### config.mk
export PLATFORM = sky130hd
export DESIGN_NAME = pio_ports_abc
export DESIGN_NICKNAME = d
export VERILOG_FILES = /design/src/pio_ports_pkg.sv /design/src/pio_pin_sync.sv /design/src/pio_port_slice.sv /design/src/pio_ports_abc.sv
export VERILOG_INCLUDE_DIRS = /design/src
export SDC_FILE = /design/constraint.sdc
export NUM_CORES = 1
export LEC_CHECK = 0
export BUFFER_PORTS_ARGS = -buffer_cell sky130_fd_sc_hd__buf_2
export CORE_ASPECT_RATIO = 0.6
export CORE_UTILIZATION = 55
export DETAILED_ROUTE_END_ITERATION = 7
export PLACE_DENSITY = 0.8
export SLEW_MARGIN = 25
export SYNTH_ARGS = -nofsm -noshare
export SYNTH_HDL_FRONTEND = slang
export SYNTH_SLANG_ARGS = --single-unit
### constraint.sdc
create_clock -name clk -period 6.24 [get_ports clk]
set_input_delay 0.936 -clock clk [delete_from_list [all_inputs] [get_ports clk]]
set_output_delay 0.936 -clock clk [all_outputs]
set_load 0.05 [all_outputs]
### src/pio_ports_map.svh
// Register offsets, reset values, field positions and widths of the
// three-port parallel I/O block.
// Assumes inclusion by bare name from the package and the design files.
`ifndef PIO_PORTS_MAP_SVH
`define PIO_PORTS_MAP_SVH

`define ADDR_W           8
`define DATA_W           8
`define FIVE_W           5
`define CHAN_SEL_W       5

`define OFS_FIRST_LATCH  8'h00
`define OFS_SHARED_LATCH 8'h01
`define OFS_FIVE_LATCH   8'h02
`define OFS_FIRST_DIR    8'h04
`define OFS_SHARED_DIR   8'h05
`define OFS_FIVE_DIR     8'h06

`define DIR_RESET        8'h00
`define FIVE_DIR_RESET   5'h00
`define CLK_OUT_RESET    1'b0
`define READ_IDLE        8'h00
`define ZERO_BYTE        8'h00

`define CLK_OUT_EN_BIT   7
`define CLK_OUT_PIN      2

`define SHARED_PINS      8
`define SHARED_CHAN_BASE 5'h00
`define CONV_CHANNELS    5'h0f

`endif

### src/pio_ports_pkg.sv
// Types shared by the parallel I/O block and its leaf modules.
// Assumes the constants header is on the include path.
`include "pio_ports_map.svh"

package pio_ports_pkg;

  // One register access as the bus master presents it.
  typedef struct packed {
    logic [`ADDR_W-1:0] addr;
    logic [`DATA_W-1:0] wdata;
    logic               wr;
    logic               rd;
  } bus_req_t;

  // What one eight-pin port shows to the pins and to the read path.
  typedef struct packed {
    logic [`DATA_W-1:0] out;
    logic [`DATA_W-1:0] oe_n;
    logic [`DATA_W-1:0] rd_val;
  } port_view_t;

endpackage : pio_ports_pkg

### src/pio_pin_sync.sv
// Two-flop synchroniser for a group of pin inputs.
// Assumes the pins are free of any relation to clk.
`timescale 1ns/1ns

module pio_pin_sync #(
  parameter int W = 8
) (
  input  wire logic         clk,
  input  wire logic         sys_rst,
  input  wire logic [W-1:0] pin_in,
  output logic      [W-1:0] pin_sync
);

  logic [W-1:0] meta_q;
  logic [W-1:0] meta_d;
  logic [W-1:0] sync_q;
  logic [W-1:0] sync_d;

  genvar i;
  generate
    for (i = 0; i < W; i++) begin : g_bit
      always_comb begin
        meta_d[i] = pin_in[i];
        sync_d[i] = meta_q[i];
      end
      always_ff @(posedge clk or posedge sys_rst) begin
        if (sys_rst) begin
          meta_q[i] <= 1'b0;
          sync_q[i] <= 1'b0;
        end else begin
          meta_q[i] <= meta_d[i];
          sync_q[i] <= sync_d[i];
        end
      end
    end
  endgenerate

  assign pin_sync = sync_q;

endmodule : pio_pin_sync

### src/pio_port_slice.sv
// Per-pin drive and read selection for one eight-pin port.
// Assumes synchronised pin levels and zeroed inputs for absent pins.
`timescale 1ns/1ns
`include "pio_ports_map.svh"

module pio_port_slice
  import pio_ports_pkg::*;
(
  input  wire logic [`DATA_W-1:0] latch,
  input  wire logic [`DATA_W-1:0] dir,
  input  wire logic [`DATA_W-1:0] analog,
  input  wire logic [`DATA_W-1:0] force_drive,
  input  wire logic [`DATA_W-1:0] pin_sync,
  output port_view_t              view
);

  genvar i;
  generate
    for (i = 0; i < `DATA_W; i++) begin : g_pin
      logic eff_dir;
      logic drive;
      always_comb begin
        eff_dir = dir[i] | force_drive[i];
        // A pin taken by the converter never drives.
        drive = eff_dir & ~analog[i];
        view.oe_n[i] = ~drive;
        view.out[i] = latch[i] & drive;
        if (eff_dir) begin
          view.rd_val[i] = latch[i];
        end else if (analog[i]) begin
          view.rd_val[i] = 1'b0;
        end else begin
          view.rd_val[i] = pin_sync[i];
        end
      end
    end
  endgenerate

endmodule : pio_port_slice

### src/pio_ports_abc.sv
// Three parallel I/O ports: an eight-bit general port, an eight-bit port
// shared with converter channels, and a five-bit port with clock output.
// Assumes a single-cycle strobe master on clk and a converter that
// presents its channel select field as a steady input.
//
// What this block does
// First port latch is read/write and keeps its contents through reset.
// Direction bit 1 drives the pin; 0 leaves it high impedance.
// Reset clears all first port direction bits, making every pin input.
// With direction 1, a data read returns the stored latch bit.
// With direction 0, a data read returns the sensed pin level.
// Latch writes work in any direction; input pins stay unaffected. The five-bit pin 2 latch ignores writes while clock output is enabled.
// Software should load the latch before turning a pin to output.
// Channel select makes a shared pin analog; such pins never drive.
// Analog pin reads give 0 for direction 0, latch for direction 1.
// Shared port has eight pins, eight of sixteen converter channels.
// Reset clears shared port direction; its latch keeps its contents.
// Five-bit port has read/write latches kept through reset, plus direction.
// Clock output enable, direction bit 7, puts bus clock on pin 2.
// Reset clears clock output enable; software may read and write it.
// Five-bit direction bits are read/write; reset makes all pins inputs.
// Registers are byte wide; writes land on the edge ending the cycle.
// Pin levels pass a two-flop synchroniser before the read path.
//
// The strobed register port was decided locally.
`timescale 1ns/1ns
`include "pio_ports_map.svh"

module pio_ports_abc
  import pio_ports_pkg::*;
(
  input  wire logic                   clk,
  input  wire logic                   sys_rst,
  input  wire logic [`ADDR_W-1:0]     addr,
  input  wire logic [`DATA_W-1:0]     wdata,
  input  wire logic                   wr_stb,
  input  wire logic                   rd_stb,
  output logic      [`DATA_W-1:0]     rd_data,
  input  wire logic [`CHAN_SEL_W-1:0] converter_channel_select,
  input  wire logic [`DATA_W-1:0]     first_port_in,
  output logic      [`DATA_W-1:0]     first_port_out,
  output logic      [`DATA_W-1:0]     first_port_oe_n,
  input  wire logic [`DATA_W-1:0]     shared_port_in,
  output logic      [`DATA_W-1:0]     shared_port_out,
  output logic      [`DATA_W-1:0]     shared_port_oe_n,
  input  wire logic [`FIVE_W-1:0]     five_port_in,
  output logic      [`FIVE_W-1:0]     five_port_out,
  output logic      [`FIVE_W-1:0]     five_port_oe_n
);

  // Shared pin i belongs to converter channel base + i.
  function automatic logic [`DATA_W-1:0] chan_to_mask(
    input logic [`CHAN_SEL_W-1:0] ch
  );
    logic [`CHAN_SEL_W-1:0] rel;
    chan_to_mask = `ZERO_BYTE;
    rel = ch - `SHARED_CHAN_BASE;
    if (ch <= `CONV_CHANNELS
        && rel < `CHAN_SEL_W'(`SHARED_PINS)) begin
      chan_to_mask[rel[2:0]] = 1'b1;
    end
  endfunction : chan_to_mask

  // Zero-extends a five-bit quantity to a full byte.
  function automatic logic [`DATA_W-1:0] widen(
    input logic [`FIVE_W-1:0] v
  );
    widen = {{(`DATA_W-`FIVE_W){1'b0}}, v};
  endfunction : widen

  bus_req_t req;

  always_comb begin
    req.addr = addr;
    req.wdata = wdata;
    req.wr = wr_stb;
    req.rd = rd_stb;
  end

  // Data latches: no reset, so their contents survive a system reset.
  logic [`DATA_W-1:0] first_port_latch_q;
  logic [`DATA_W-1:0] first_port_latch_d;
  logic [`DATA_W-1:0] analog_shared_port_latch_q;
  logic [`DATA_W-1:0] analog_shared_port_latch_d;
  logic [`FIVE_W-1:0] five_bit_port_latch_q;
  logic [`FIVE_W-1:0] five_bit_port_latch_d;

  // Direction registers and the clock output enable.
  logic [`DATA_W-1:0] first_port_direction_q;
  logic [`DATA_W-1:0] first_port_direction_d;
  logic [`DATA_W-1:0] analog_shared_port_direction_q;
  logic [`DATA_W-1:0] analog_shared_port_direction_d;
  logic [`FIVE_W-1:0] five_bit_port_direction_q;
  logic [`FIVE_W-1:0] five_bit_port_direction_d;
  logic               clock_output_enable_q;
  logic               clock_output_enable_d;

  logic [`DATA_W-1:0] rd_data_q;
  logic [`DATA_W-1:0] rd_data_d;

  logic [`DATA_W-1:0] first_sync;
  logic [`DATA_W-1:0] shared_sync;
  logic [`FIVE_W-1:0] five_sync;

  logic [`DATA_W-1:0] analog_mask;
  logic [`DATA_W-1:0] five_force;
  port_view_t         first_view;
  port_view_t         shared_view;
  port_view_t         five_view;

  logic wr_first_latch;
  logic wr_shared_latch;
  logic wr_five_latch;
  logic wr_first_dir;
  logic wr_shared_dir;
  logic wr_five_dir;

  always_comb begin
    wr_first_latch = 1'b0;
    wr_shared_latch = 1'b0;
    wr_five_latch = 1'b0;
    wr_first_dir = 1'b0;
    wr_shared_dir = 1'b0;
    wr_five_dir = 1'b0;
    if (req.wr) begin
      if (req.addr == `OFS_FIRST_LATCH) begin
        wr_first_latch = 1'b1;
      end else if (req.addr == `OFS_SHARED_LATCH) begin
        wr_shared_latch = 1'b1;
      end else if (req.addr == `OFS_FIVE_LATCH) begin
        wr_five_latch = 1'b1;
      end else if (req.addr == `OFS_FIRST_DIR) begin
        wr_first_dir = 1'b1;
      end else if (req.addr == `OFS_SHARED_DIR) begin
        wr_shared_dir = 1'b1;
      end else if (req.addr == `OFS_FIVE_DIR) begin
        wr_five_dir = 1'b1;
      end
    end
  end

  // Pin synchronisers ahead of the read path.
  pio_pin_sync #(
    .W (`DATA_W)
  ) u_first_sync (
    .clk      (clk),
    .sys_rst  (sys_rst),
    .pin_in   (first_port_in),
    .pin_sync (first_sync)
  );

  pio_pin_sync #(
    .W (`DATA_W)
  ) u_shared_sync (
    .clk      (clk),
    .sys_rst  (sys_rst),
    .pin_in   (shared_port_in),
    .pin_sync (shared_sync)
  );

  pio_pin_sync #(
    .W (`FIVE_W)
  ) u_five_sync (
    .clk      (clk),
    .sys_rst  (sys_rst),
    .pin_in   (five_port_in),
    .pin_sync (five_sync)
  );

  // Latch next values; writes land whatever the direction bits hold, except five-bit pin 2 while clock output is enabled.
  always_comb begin
    first_port_latch_d = first_port_latch_q;
    analog_shared_port_latch_d = analog_shared_port_latch_q;
    five_bit_port_latch_d = five_bit_port_latch_q;
    if (wr_first_latch) begin
      first_port_latch_d = req.wdata;
    end
    if (wr_shared_latch) begin
      analog_shared_port_latch_d = req.wdata;
    end
    if (wr_five_latch) begin
      five_bit_port_latch_d = req.wdata[`FIVE_W-1:0];
      // The clock pin keeps its latch while the clock is driven out.
      if (clock_output_enable_q) begin
        five_bit_port_latch_d[`CLK_OUT_PIN] =
          five_bit_port_latch_q[`CLK_OUT_PIN];
      end
    end
  end

  always_ff @(posedge clk) begin
    first_port_latch_q <= first_port_latch_d;
    analog_shared_port_latch_q <= analog_shared_port_latch_d;
    five_bit_port_latch_q <= five_bit_port_latch_d;
  end

  // Direction next values.
  always_comb begin
    first_port_direction_d = first_port_direction_q;
    analog_shared_port_direction_d = analog_shared_port_direction_q;
    five_bit_port_direction_d = five_bit_port_direction_q;
    clock_output_enable_d = clock_output_enable_q;
    if (wr_first_dir) begin
      first_port_direction_d = req.wdata;
    end
    if (wr_shared_dir) begin
      analog_shared_port_direction_d = req.wdata;
    end
    if (wr_five_dir) begin
      five_bit_port_direction_d = req.wdata[`FIVE_W-1:0];
      clock_output_enable_d = req.wdata[`CLK_OUT_EN_BIT];
    end
  end

  always_ff @(posedge clk or posedge sys_rst) begin
    if (sys_rst) begin
      first_port_direction_q <= `DIR_RESET;
      analog_shared_port_direction_q <= `DIR_RESET;
      five_bit_port_direction_q <= `FIVE_DIR_RESET;
      clock_output_enable_q <= `CLK_OUT_RESET;
    end else begin
      first_port_direction_q <= first_port_direction_d;
      analog_shared_port_direction_q <= analog_shared_port_direction_d;
      five_bit_port_direction_q <= five_bit_port_direction_d;
      clock_output_enable_q <= clock_output_enable_d;
    end
  end

  // Pin ownership by the converter and by the clock output.
  always_comb begin
    analog_mask = chan_to_mask(converter_channel_select);
    five_force = `ZERO_BYTE;
    five_force[`CLK_OUT_PIN] = clock_output_enable_q;
  end

  pio_port_slice u_first_slice (
    .latch       (first_port_latch_q),
    .dir         (first_port_direction_q),
    .analog      (`ZERO_BYTE),
    .force_drive (`ZERO_BYTE),
    .pin_sync    (first_sync),
    .view        (first_view)
  );

  pio_port_slice u_shared_slice (
    .latch       (analog_shared_port_latch_q),
    .dir         (analog_shared_port_direction_q),
    .analog      (analog_mask),
    .force_drive (`ZERO_BYTE),
    .pin_sync    (shared_sync),
    .view        (shared_view)
  );

  pio_port_slice u_five_slice (
    .latch       (widen(five_bit_port_latch_q)),
    .dir         (widen(five_bit_port_direction_q)),
    .analog      (`ZERO_BYTE),
    .force_drive (five_force),
    .pin_sync    (widen(five_sync)),
    .view        (five_view)
  );

  // Read data stand only in the cycle after the read strobe.
  always_comb begin
    rd_data_d = `READ_IDLE;
    if (req.rd) begin
      if (req.addr == `OFS_FIRST_LATCH) begin
        rd_data_d = first_view.rd_val;
      end else if (req.addr == `OFS_SHARED_LATCH) begin
        rd_data_d = shared_view.rd_val;
      end else if (req.addr == `OFS_FIVE_LATCH) begin
        rd_data_d = five_view.rd_val;
      end else if (req.addr == `OFS_FIRST_DIR) begin
        rd_data_d = first_port_direction_q;
      end else if (req.addr == `OFS_SHARED_DIR) begin
        rd_data_d = analog_shared_port_direction_q;
      end else if (req.addr == `OFS_FIVE_DIR) begin
        rd_data_d = widen(five_bit_port_direction_q);
        rd_data_d[`CLK_OUT_EN_BIT] = clock_output_enable_q;
      end
    end
  end

  // Registered pin drives.
  logic [`DATA_W-1:0] first_out_q;
  logic [`DATA_W-1:0] first_oe_n_q;
  logic [`DATA_W-1:0] shared_out_q;
  logic [`DATA_W-1:0] shared_oe_n_q;
  logic [`FIVE_W-1:0] five_out_q;
  logic [`FIVE_W-1:0] five_oe_n_q;
  logic [`DATA_W-1:0] first_out_d;
  logic [`DATA_W-1:0] first_oe_n_d;
  logic [`DATA_W-1:0] shared_out_d;
  logic [`DATA_W-1:0] shared_oe_n_d;
  logic [`FIVE_W-1:0] five_out_d;
  logic [`FIVE_W-1:0] five_oe_n_d;

  always_comb begin
    first_out_d = first_view.out;
    first_oe_n_d = first_view.oe_n;
    shared_out_d = shared_view.out;
    shared_oe_n_d = shared_view.oe_n;
    five_out_d = five_view.out[`FIVE_W-1:0];
    five_oe_n_d = five_view.oe_n[`FIVE_W-1:0];
  end

  always_ff @(posedge clk or posedge sys_rst) begin
    if (sys_rst) begin
      rd_data_q <= `READ_IDLE;
      first_out_q <= `ZERO_BYTE;
      first_oe_n_q <= ~`DIR_RESET;
      shared_out_q <= `ZERO_BYTE;
      shared_oe_n_q <= ~`DIR_RESET;
      five_out_q <= `FIVE_DIR_RESET;
      five_oe_n_q <= ~`FIVE_DIR_RESET;
    end else begin
      rd_data_q <= rd_data_d;
      first_out_q <= first_out_d;
      first_oe_n_q <= first_oe_n_d;
      shared_out_q <= shared_out_d;
      shared_oe_n_q <= shared_oe_n_d;
      five_out_q <= five_out_d;
      five_oe_n_q <= five_oe_n_d;
    end
  end

  // The clock pin carries the bus clock itself, which no flop can
  // reproduce; its enable is clock_output_enable_q registered once more in clk_out_on_q.
  logic clk_out_on_q;
  logic clk_out_on_d;

  always_comb begin
    clk_out_on_d = clock_output_enable_q;
  end

  always_ff @(posedge clk or posedge sys_rst) begin
    if (sys_rst) begin
      clk_out_on_q <= `CLK_OUT_RESET;
    end else begin
      clk_out_on_q <= clk_out_on_d;
    end
  end

  always_comb begin
    five_port_out = five_out_q;
    if (clk_out_on_q) begin
      five_port_out[`CLK_OUT_PIN] = clk;
    end
  end

  assign rd_data = rd_data_q;
  assign first_port_out = first_out_q;
  assign first_port_oe_n = first_oe_n_q;
  assign shared_port_out = shared_out_q;
  assign shared_port_oe_n = shared_oe_n_q;
  assign five_port_oe_n = five_oe_n_q;

endmodule : pio_ports_abc

# Word level (Yosys, flattened, before mapping)
# Cells that the tools add are included.
[totals] register_bits=136 out_inout_bits=50 elab_cells=198 inputBits=46
[classes] n_lt_le_gt_ge=4 n_reduce_logical=4 bitwise=60 n_eq_ne=5 n_mux=67
[op_table] operator="8-bit 2-to-1 mux" n=8
[op_table] operator="1-bit 2-to-1 mux" n=58
[op_table] operator="1-bit NOT" n=30
[op_table] operator="1-bit AND" n=29
[op_table] operator="8-bit by 3-bit equality test with 1-bit output, second input constant" n=3
[op_table] operator="8-bit by 1-bit equality test with 1-bit output, second input constant" n=1
[op_table] operator="8-bit by 2-bit equality test with 1-bit output, second input constant" n=1
[op_table] operator="8-bit logical NOT" n=1
[op_table] operator="5-bit by 4-bit less-or-equal comparator with 1-bit output, second input constant" n=1
[op_table] operator="5-bit by 4-bit < comparator with 1-bit output, second input constant" n=1
[op_table] operator="3-bit by 4-bit < comparator with 1-bit output, second input constant" n=1
[op_table] operator="1-bit demux with 3-bit select" n=1
[op_table] operator="3-bit by 1-bit >= comparator with 1-bit output, second input constant" n=1
[op_table] operator="1-bit logical AND" n=2
[op_table] operator="2-bit AND reduction" n=1
[op_table] operator="1-bit OR" n=1

# Depth between registers and ports, before layout
# Gate-level depths: netlist of run 1.
[depth] ltp_word=10 depth_mapped=7 ltp_nobuf=4

# Modules after synthesis
# A second synthesis of run 1 with hierarchy kept.
[unflattened] cells_unflattened=418 hier_area_um2=5507.8
[modules_own_cells] module="pio_ports_abc" area_each_um2=3484.6 seq_area_each_um2=2483.6 instances=1 cells_each=229
[modules_own_cells] module="pio_port_slice" area_each_um2=320.3 seq_area_each_um2=0.0 instances=3 cells_each=48
[modules_own_cells] module="pio_pin_sync (u_first_sync ...)" area_each_um2=404.1 seq_area_each_um2=400.4 instances=2 cells_each=17
[modules_own_cells] module="pio_pin_sync (u_five_sync)" area_each_um2=254.0 seq_area_each_um2=250.2 instances=1 cells_each=11

==> insert_results.sql, run 1 <==
INSERT INTO impl_metrics (metric_group, metric, value, unit) VALUES
('clock_network', 'tritoncts', 'built', ''),
('floorplan', 'ios', '96', ''),
('route', 'wl_per_cell', '19.0', 'um'),
('global_routing', 'gr-usage-all-layers', '25.8', '%'),
('synth', 'synth.cell_area', '4930', 'um2'),
('synth', 'synth.area.mux_share', '5.74', '%'),
('critical_path', 'max_stage_delay', '260', 'ps'),
('synth', 'ys_top_cells_by_area', 'sky130_fd_sc_hd__dfrtp_1 48%, sky130_fd_sc_hd__edfxtp_1 13%, sky130_fd_sc_hd__dfstp_2 11%', ''),
('sta', 'timing.setup.tns', '0', 'ps'),
('power', 'p_clk_share', '51.6', '%'),
('floorplan', 'core_area', '8590', 'um2'),
('route', 'wirelength', '11000', 'um'),
('outcome', 'outcome', 'finished clean', ''),
('power', 'power_per_cell_area', '367', 'nW/um2'),
('synth', 'ys_dominant_reg_cell', 'sky130_fd_sc_hd__dfrtp_1', ''),
('synth', 'synth_cell_types', '41', ''),
('clock_network', 'cts.hold.buffers_added', '0', ''),
('clock_network', 'insertion_delay', '530', 'ps'),
('synth', 'syn-instance-count', '350', ''),
('sta', 'worst_clock_skew', '6.54', 'ps'),
('worst_hold_path', 'hold_path_class', 'flip-flop to flip-flop', ''),
('synth', 'yosys.area.top_type_share', '47.7', '%'),
('synth', 'ys_top_cells_by_count', '94 x sky130_fd_sc_hd__dfrtp_1, 28 x sky130_fd_sc_hd__nand2_1, 21 x sky130_fd_sc_hd__dfstp_2, 21 x sky130_fd_sc_hd__edfxtp_1, 19 x sky130_fd_sc_hd__inv_1', ''),
('route', 'viasPerCell', '5.60', ''),
('critical_path', 'worst_endpoint_data_arrival_time', '3850', 'ps'),
('synth', 'postSynthNetCount', '396', ''),
('power', 'comb_power_share', '6.1', '%'),
('route', 'dr.first_iter.drc_count', '346', ''),
('critical_path', 'setup.worst_path.start_class', 'clock port', ''),
('route', 'first_pass_iters', '5', ''),
('synth', 'synthXorXnorAreaFrac', '0', '%'),
('placement', 'detailedPlacementHpwl', '7220', 'um'),
('sta', 'slew-limit-headroom', '38.5', '%'),
('floorplan', 'dieHeight', '75.3', 'um'),
('finish', 'final_layout_size_suffix_gt1_share', '37.8', '%'),
('synth', 'largest_family_of_logic_cells_by_synthesized_area', 'simple AND/OR/NAND/NOR gates', ''),
('floorplan', 'die-width', '124', 'um'),
('power', 'netSwitchingPower', '0.515', 'mW'),
('sta', 'grt_setup_unrepaired', 'no', ''),
('critical_path', 'crit_type', 'clock port to output port', ''),
('synth', 'synthDominantAreaCellType', 'sky130_fd_sc_hd__dfrtp_1', ''),
('critical_path', 'critical-path-top-cell-by-count', 'sky130_fd_sc_hd__clkbuf_16', ''),
('finish', 'fill_cells', '584', ''),
('synth', 'ys_seq_elements', '136', ''),
('power', 'p_leak', '2.81', 'nW'),
('route', 'antenna_violating_nets_post_route', '0', ''),
('job', 'max_cap_viol_count', '0', ''),
('critical_path', 'crit_path_end_kind', 'output port', ''),
('clock_network', 'cts.clk_slew.worst_paths', '50', 'ps'),
('placement', 'port-buffer-count', '95', ''),
('synth', 'post_synth_fa_ha_maj_area_fraction', '0', '%'),
('placement', 'dp_slack', '1740', 'ps'),
('route', 'drc', '0', ''),
('synth', 'synth_simple_gate_area_share', '12.5', '%'),
('critical_path', 'cp_data_required_time', '5300', 'ps'),
('sta', 'final.setup.worst_slack', '1460', 'ps'),
('power', 'seq_power_share', '42.3', '%'),
('synth', 'synthMostInstantiatedCell', 'sky130_fd_sc_hd__dfrtp_1', ''),
('synth', 'proportion_of_register_bits_with_asynchronous_set_or_reset_after_synthesis', '84.6', '%'),
('sta', 'finalSetupViolCount', '0', ''),
('finish', 'finish.net_count', '499', ''),
('global_routing', 'grt_first_pass_wirelength', '17300', 'um'),
('placement', 'gpl.final_weighted_congestion', '0.884', ''),
('sta', 'worst_pin_slew', '915', 'ps'),
('sta', 'timing_max_transition_violations_final', '0', ''),
('finish', 'num_antenna_cells', '0', ''),
('synth', 'syn_avg_cell_area', '14.1', 'um2'),
('global_routing', 'grt_overflow', '0', ''),
('power', 'sw_frac_of_total', '22.7', '%'),
('global_routing', 'antenna_violations_before_repair', '0', ''),
('sta', 'timing.final.hold_violations', '0', '');
==> worst max-delay path: cells and delay by family <==
family,cells,cell delay (ps)
buf+inv,3,460
mux,1,260
==> routing by layer <==
layer	vias to the layer above	part of all wire (%)	global-route usage (%)
met5	-	0	0
met4	0	1.9	12.2
met3	19	9.1	10.0
met2	178	45	37.2
met1	1596	44	35.1
li1	1443	-	-
==> power by group through the flow <==
stage | Clock, mW | Combinational, mW | Sequential (mW)
2_1_floorplan | 0.0300 | 0.0543 | 1.01
3_3_place_gp | 0.0360 | 0.133 | 0.973
3_5_place_dp | 0.0360 | 0.136 | 0.974
4_1_cts | 1.18 | 0.138 | 0.960
5_1_grt | 1.22 | 0.149 | 0.963
6_report | 1.17 | 0.137 | 0.960
==> flip-flops by register name (all words and copies together), names as in the netlist <==
register / cells
u_shared_sync.meta_q: 8
first_port_oe_n: 8
u_first_sync.meta_q: 8
shared_port_oe_n: 8
u_five_sync.meta_q: 5
shared_port_out: 8
first_port_direction_q: 8
five_port_oe_n: 5
clk_out_on_q: 1
rd_data: 8
u_first_sync.pin_sync: 8
five_bit_port_latch_q: 5
u_five_sync.pin_sync: 5
clk_out_on_d: 1
analog_shared_port_direction_q: 8
five_out_q: 5
first_port_latch_q: 8
analog_shared_port_latch_q: 8
u_shared_sync.pin_sync: 8
first_port_out: 8
five_bit_port_direction_q: 5
==> cells by family (layout without fill, tap and decap cells) <==
logic type | after synthesis | after routing
flops | 136 | 136
simple gates | 108 | 108
compound gates | 45 | 45
mux | 26 | 26
buf+inv | 35 | 151
==> cells in the final DEF (no fill, tap or decap), types with 9 or more instances in the layout <==
master,count
sky130_fd_sc_hd__and2_1,13
sky130_fd_sc_hd__buf_2,95
sky130_fd_sc_hd__clkbuf_16,21
sky130_fd_sc_hd__dfrtp_1,94
sky130_fd_sc_hd__dfstp_2,21
sky130_fd_sc_hd__edfxtp_1,21
sky130_fd_sc_hd__inv_1,18
sky130_fd_sc_hd__mux2_2,18
sky130_fd_sc_hd__nand2_1,28
sky130_fd_sc_hd__nand2b_1,9
sky130_fd_sc_hd__nor2b_1,15
==> per-stage QoR <==
| step | instances | hold WS [ps] | cell area (um2) | util (%) |
|---|---|---|---|---|
| after floorplan | 350 | 331 | 4930 | - |
| after global placement | 543 | 333 | 5460 | 63.6 |
| after detailed placement | 543 | 335 | 5460 | 63.6 |
| after CTS | 578 | 347 | 6150 | 71.7 |
| after global routing | 578 | 347 | 6170 | 71.8 |
| final | 578 | 345 | 6170 | 71.8 |
==> worst paths after layout <==
kind	startpoint	endpoint	slack [ps]	depth (start not counted)
max reg2reg	five_bit_port_direction_q[1]$_DFFE_PP0P_	rd_data[1]$_DFF_PP0_	4520	4
max in group asynchronous	sys_rst	first_port_direction_q[2]$_DFFE_PP0P_	4790	3
max	clk	five_port_out[2]	1460	4
min reg2reg	u_first_sync.meta_q[1]$_DFF_PP0_	u_first_sync.pin_sync[1]$_DFF_PP0_	350	0
min in group asynchronous	sys_rst	u_first_sync.meta_q[3]$_DFF_PP0_	440	2
min	u_first_sync.meta_q[1]$_DFF_PP0_	u_first_sync.pin_sync[1]$_DFF_PP0_	350	0
==> area by class of cell <==
cell class              count  area, um2  area share (%)
flip-flops and latches    136       3530            57.3
multi-input cells         179       1230            20.0
clock buffers              28        583            9.45
repair buffers             96        489            7.93
well taps                 112        140            2.27
clock inverters             8        115            1.87
inverters                  19       73.8            1.20
Note: power is estimated with default switching activity, not from simulation.
==> run 2, diff against run 1 <==
Settings changed: ABC_AREA set to 1, CORE_UTILIZATION 55 to 54, PLACE_DENSITY 0.8 to 0.78.
Clock period 6.24 ns to 4.7 ns, I/O delays scaled along.
==> insert_results.sql, run 2 <==
INSERT INTO impl_metrics (metric_group, metric, value, unit) VALUES
('route', 'wirelength', '11300', 'um'),
('synth', 'synthMostInstantiatedCell', 'sky130_fd_sc_hd__nand2_1', ''),
('sta', 'timing_max_transition_violations_final', '0', ''),
('synth', 'syn_avg_cell_area', '11.3', 'um2'),
('critical_path', 'path_max_fanout', '2', ''),
('route', 'first_pass_iters', '8', ''),
('finish', 'flow.area_growth_from_synthesis', '24.5', '%'),
('global_routing', 'grt_first_pass_wirelength', '18000', 'um'),
('power', 'p_total', '2.82', 'mW'),
('floorplan', 'ios', '96', ''),
('finish', 'finish.cell_count_without_fillers', '674', ''),
('finish', 'finish.net_count', '595', ''),
('critical_path', 'setup.worst_path.start_class', 'clock port', ''),
('route', 'dr.first_iter.drc_count', '327', ''),
('power', 'seq_power_share', '44.8', '%'),
('synth', 'synth_compound_gate_area_share', '5.89', '%'),
('synth', 'largest_family_of_logic_cells_by_synthesized_area', 'simple AND/OR/NAND/NOR gates', ''),
('critical_path', 'cp_cell_sequence', 'clkbuf_16, clkbuf_16, mux2_2, buf_2', ''),
('route', 'antenna_violating_nets_post_route', '0', ''),
('placement', 'placed_cells_incl_taps', '639', ''),
('clock_network', 'cts_setup_buffers', '0', ''),
('finish', 'postLayoutCoreUtil', '71.0', '%'),
('synth', 'ys_top_cells_by_count', '97 x sky130_fd_sc_hd__nand2_1, 94 x sky130_fd_sc_hd__dfrtp_1, 60 x sky130_fd_sc_hd__inv_1', ''),
('route', 'viasPerCell', '5.24', ''),
('power', 'p_clk_share', '49.2', '%'),
('finish', 'commonest_non_fill_non_tap_cell_in_the_layout', 'sky130_fd_sc_hd__nand2_1', ''),
('power', 'comb_power_share', '6.1', '%'),
('finish', 'final_layout_size_suffix_gt1_share', '31.7', '%'),
('critical_path', 'crit_type', 'clock port to output port', ''),
('worst_hold_path', 'hold_path_class', 'input pin to asynchronous set/reset pin', ''),
('route', 'via_count', '3534', ''),
('synth', 'ys_seq_elements', '136', ''),
('critical_path', 'cp_data_required_time', '3990', 'ps'),
('job', 'max_cap_viol_count', '0', ''),
('clock_network', 'insertion_delay', '530', 'ps'),
('clock_network', 'tritoncts', 'built', ''),
('outcome', 'failed_checks', 'DRC', ''),
('clock_network', 'cts_resized', '0', ''),
('global_routing', 'grt_max_degree', '78', ''),
('finish', 'top_library_cells_by_usage_in_the_layout_fill_and_taps_aside', '97 x sky130_fd_sc_hd__nand2_1, 95 x sky130_fd_sc_hd__buf_2, 94 x sky130_fd_sc_hd__dfrtp_1', ''),
('synth', 'synth_edf_count', '21', ''),
('synth', 'proportion_of_register_bits_with_asynchronous_set_or_reset_after_synthesis', '84.6', '%'),
('critical_path', 'ff2ff_setup_slack', '3510', 'ps'),
('critical_path', 'critical-path-top-cell-by-count', 'sky130_fd_sc_hd__clkbuf_16', ''),
('global_routing', 'gr-usage-all-layers', '25.9', '%'),
('synth', 'synthDominantAreaCellType', 'sky130_fd_sc_hd__dfrtp_1', ''),
('synth', 'ys_top_cells_by_area', 'sky130_fd_sc_hd__dfrtp_1 47%, sky130_fd_sc_hd__edfxtp_1 13%, sky130_fd_sc_hd__dfstp_2 11%', ''),
('power', 'power_per_cell_area', '456', 'nW/um2'),
('sta', 'slew-limit-headroom', '48.8', '%'),
('synth', 'synth_cell_types', '27', ''),
('route', 'drc', '1', ''),
('synth', 'synth.cell_area', '4970', 'um2'),
('global_routing', 'grt_overflow', '0', ''),
('clock_network', 'cts.clk_slew.worst_paths', '60', 'ps'),
('floorplan', 'rows', '26', ''),
('global_routing', 'antenna_violations_before_repair', '0', ''),
('sta', 'final.hold.worst_slack', '267', 'ps'),
('route', 'wl_per_cell', '16.8', 'um'),
('clock_network', 'cts.hold.buffers_added', '0', ''),
('critical_path', 'worst_endpoint_data_arrival_time', '3060', 'ps'),
('critical_path', 'max_stage_delay', '250', 'ps'),
('power', 'p_int', '2.17', 'mW'),
('synth', 'synthXorXnorAreaFrac', '0', '%'),
('power', 'irDropWorstVdd', '261', 'uV'),
('synth', 'post_synth_fa_ha_maj_area_fraction', '0', '%'),
('sta', 'worst_clock_skew', '9.47', 'ps'),
('sta', 'grt_setup_unrepaired', 'no', ''),
('synth', 'synth_simple_gate_area_share', '16.6', '%'),
('critical_path', 'crit_path_end_kind', 'output port', ''),
('synth', 'yosys.area.top_type_share', '47.3', '%'),
('floorplan', 'die-width', '126', 'um'),
('synth', 'ys_warn_count', '0', ''),
('critical_path', 'worst-r2r-cell-count', '4', ''),
('sta', 'timing.setup.tns', '0', 'ps'),
('finish', 'num_antenna_cells', '0', ''),
('power', 'p_leak', '3.03', 'nW'),
('synth', 'ys_dominant_reg_cell', 'sky130_fd_sc_hd__dfrtp_1', ''),
('sta', 'finalSetupViolCount', '0', ''),
('critical_path', 'regToRegEndpoint', 'rd_data[2]$_DFF_PP0_', ''),
('sta', 'worst_pin_slew', '764', 'ps'),
('floorplan', 'dieHeight', '76.3', 'um'),
('power', 'sw_frac_of_total', '23.2', '%'),
('sta', 'timing.final.hold_violations', '0', ''),
('placement', 'detailedPlacementHpwl', '7440', 'um'),
('floorplan', 'core_area', '8720', 'um2'),
('critical_path', 'critical-path-slowest-cell', 'sky130_fd_sc_hd__mux2_2', ''),
('placement', 'port-buffer-count', '95', ''),
('synth', 'syn-instance-count', '439', ''),
('floorplan', 'initial_utilization', '57.1', '%'),
('critical_path', 'worstSetupStartpoint', 'clk', ''),
('synth', 'synth_seq_area_share', '71.1', '%'),
('synth', 'synth.area.mux_share', '0.226', '%'),
('critical_path', 'regToRegStartpoint', 'clk_out_on_d$_DFFE_PP0P_', ''),
('outcome', 'outcome', 'finished with violations', ''),
('placement', 'gpl.final_weighted_congestion', '0.880', ''),
('synth', 'postSynthNetCount', '485', ''),
('global_routing', 'via_count_of_the_first_global_routing_pass', '3499', ''),
('floorplan', 'die_outline_area', '9610', 'um2'),
('power', 'netSwitchingPower', '0.654', 'mW');
-- run 2: cell count changes after synthesis, moves of 9 or more --
cell                       previous run  this run
sky130_fd_sc_hd__inv_1               19        60
sky130_fd_sc_hd__and2_1              13         0
sky130_fd_sc_hd__nand2_1             28        97
sky130_fd_sc_hd__a21oi_1              7        24
sky130_fd_sc_hd__o21ai_1              3        19
sky130_fd_sc_hd__nand2b_1             9         0
sky130_fd_sc_hd__nor2b_1             15         0
sky130_fd_sc_hd__nand3_1              2        40
sky130_fd_sc_hd__mux2_2              18         1
-- run 2: worst max-delay path, delay by kind of cell --
| family | cells | cell delay, ps |
|---|---|---|
| buf+inv | 3 | 460 |
| mux | 1 | 250 |
-- run 2: per-stage QoR --
step,setup slack [ps],area [um2]
2_1_floorplan,986,4970
5_1_grt,920,6190
6_report,932,6190
4_1_cts,920,6190
3_3_place_gp,1200,5540
3_5_place_dp,1200,5540
-- run 2: cell families (layout without fill, tap and decap cells) --
family / after synthesis / in the layout
DFF: 136 / 136
muxes: 1 / 1
buffers and inverters: 72 / 195
and+or+nand+nor: 175 / 175
AOI/OAI and AO/OA: 55 / 55
-- run 2: cell type report --
cell class	count	area [um2]
inverters	64	250
fillers	631	2520
well taps	112	140
repair buffers	95	478
flip-flops and latches	136	3530
multi-input cells	231	1140
clock inverters	10	92.6
clock buffers	26	556
-- run 2: worst max-delay path by stage --
stage / endpoint / slack, ps / depth (start not counted)
after global routing: five_port_out[2] / 920 / 4
after detailed placement: five_port_out[2] / 1200 / 2
after floorplan: analog_shared_port_direction_q[0]$_DFFE_PP0P_ / 990 / 1
after global placement: five_port_out[2] / 1200 / 2
after CTS: five_port_out[2] / 920 / 4
final: five_port_out[2] / 930 / 4
-- run 2: per-layer routing --
metal  vias up  share of wire, %  global-route usage (%)  routed length, um
met4         0               1.6                    10.7                184
met5         -                 0                       0                  0
met3        24               9.1                    10.3               1030
li1       1620                 -                       -                  -
met1      1724                43                    33.8               4820
met2       166                47                    38.9               5260
-- run 2: power groups by stage --
stage	registers, mW	logic, mW	clock network [mW]
after floorplan	1.33	0.0689	0.00479
after global placement	1.28	0.166	0.00548
after detailed placement	1.28	0.170	0.00548
after CTS	1.26	0.172	1.40
after global routing	1.27	0.187	1.46
final	1.26	0.171	1.39
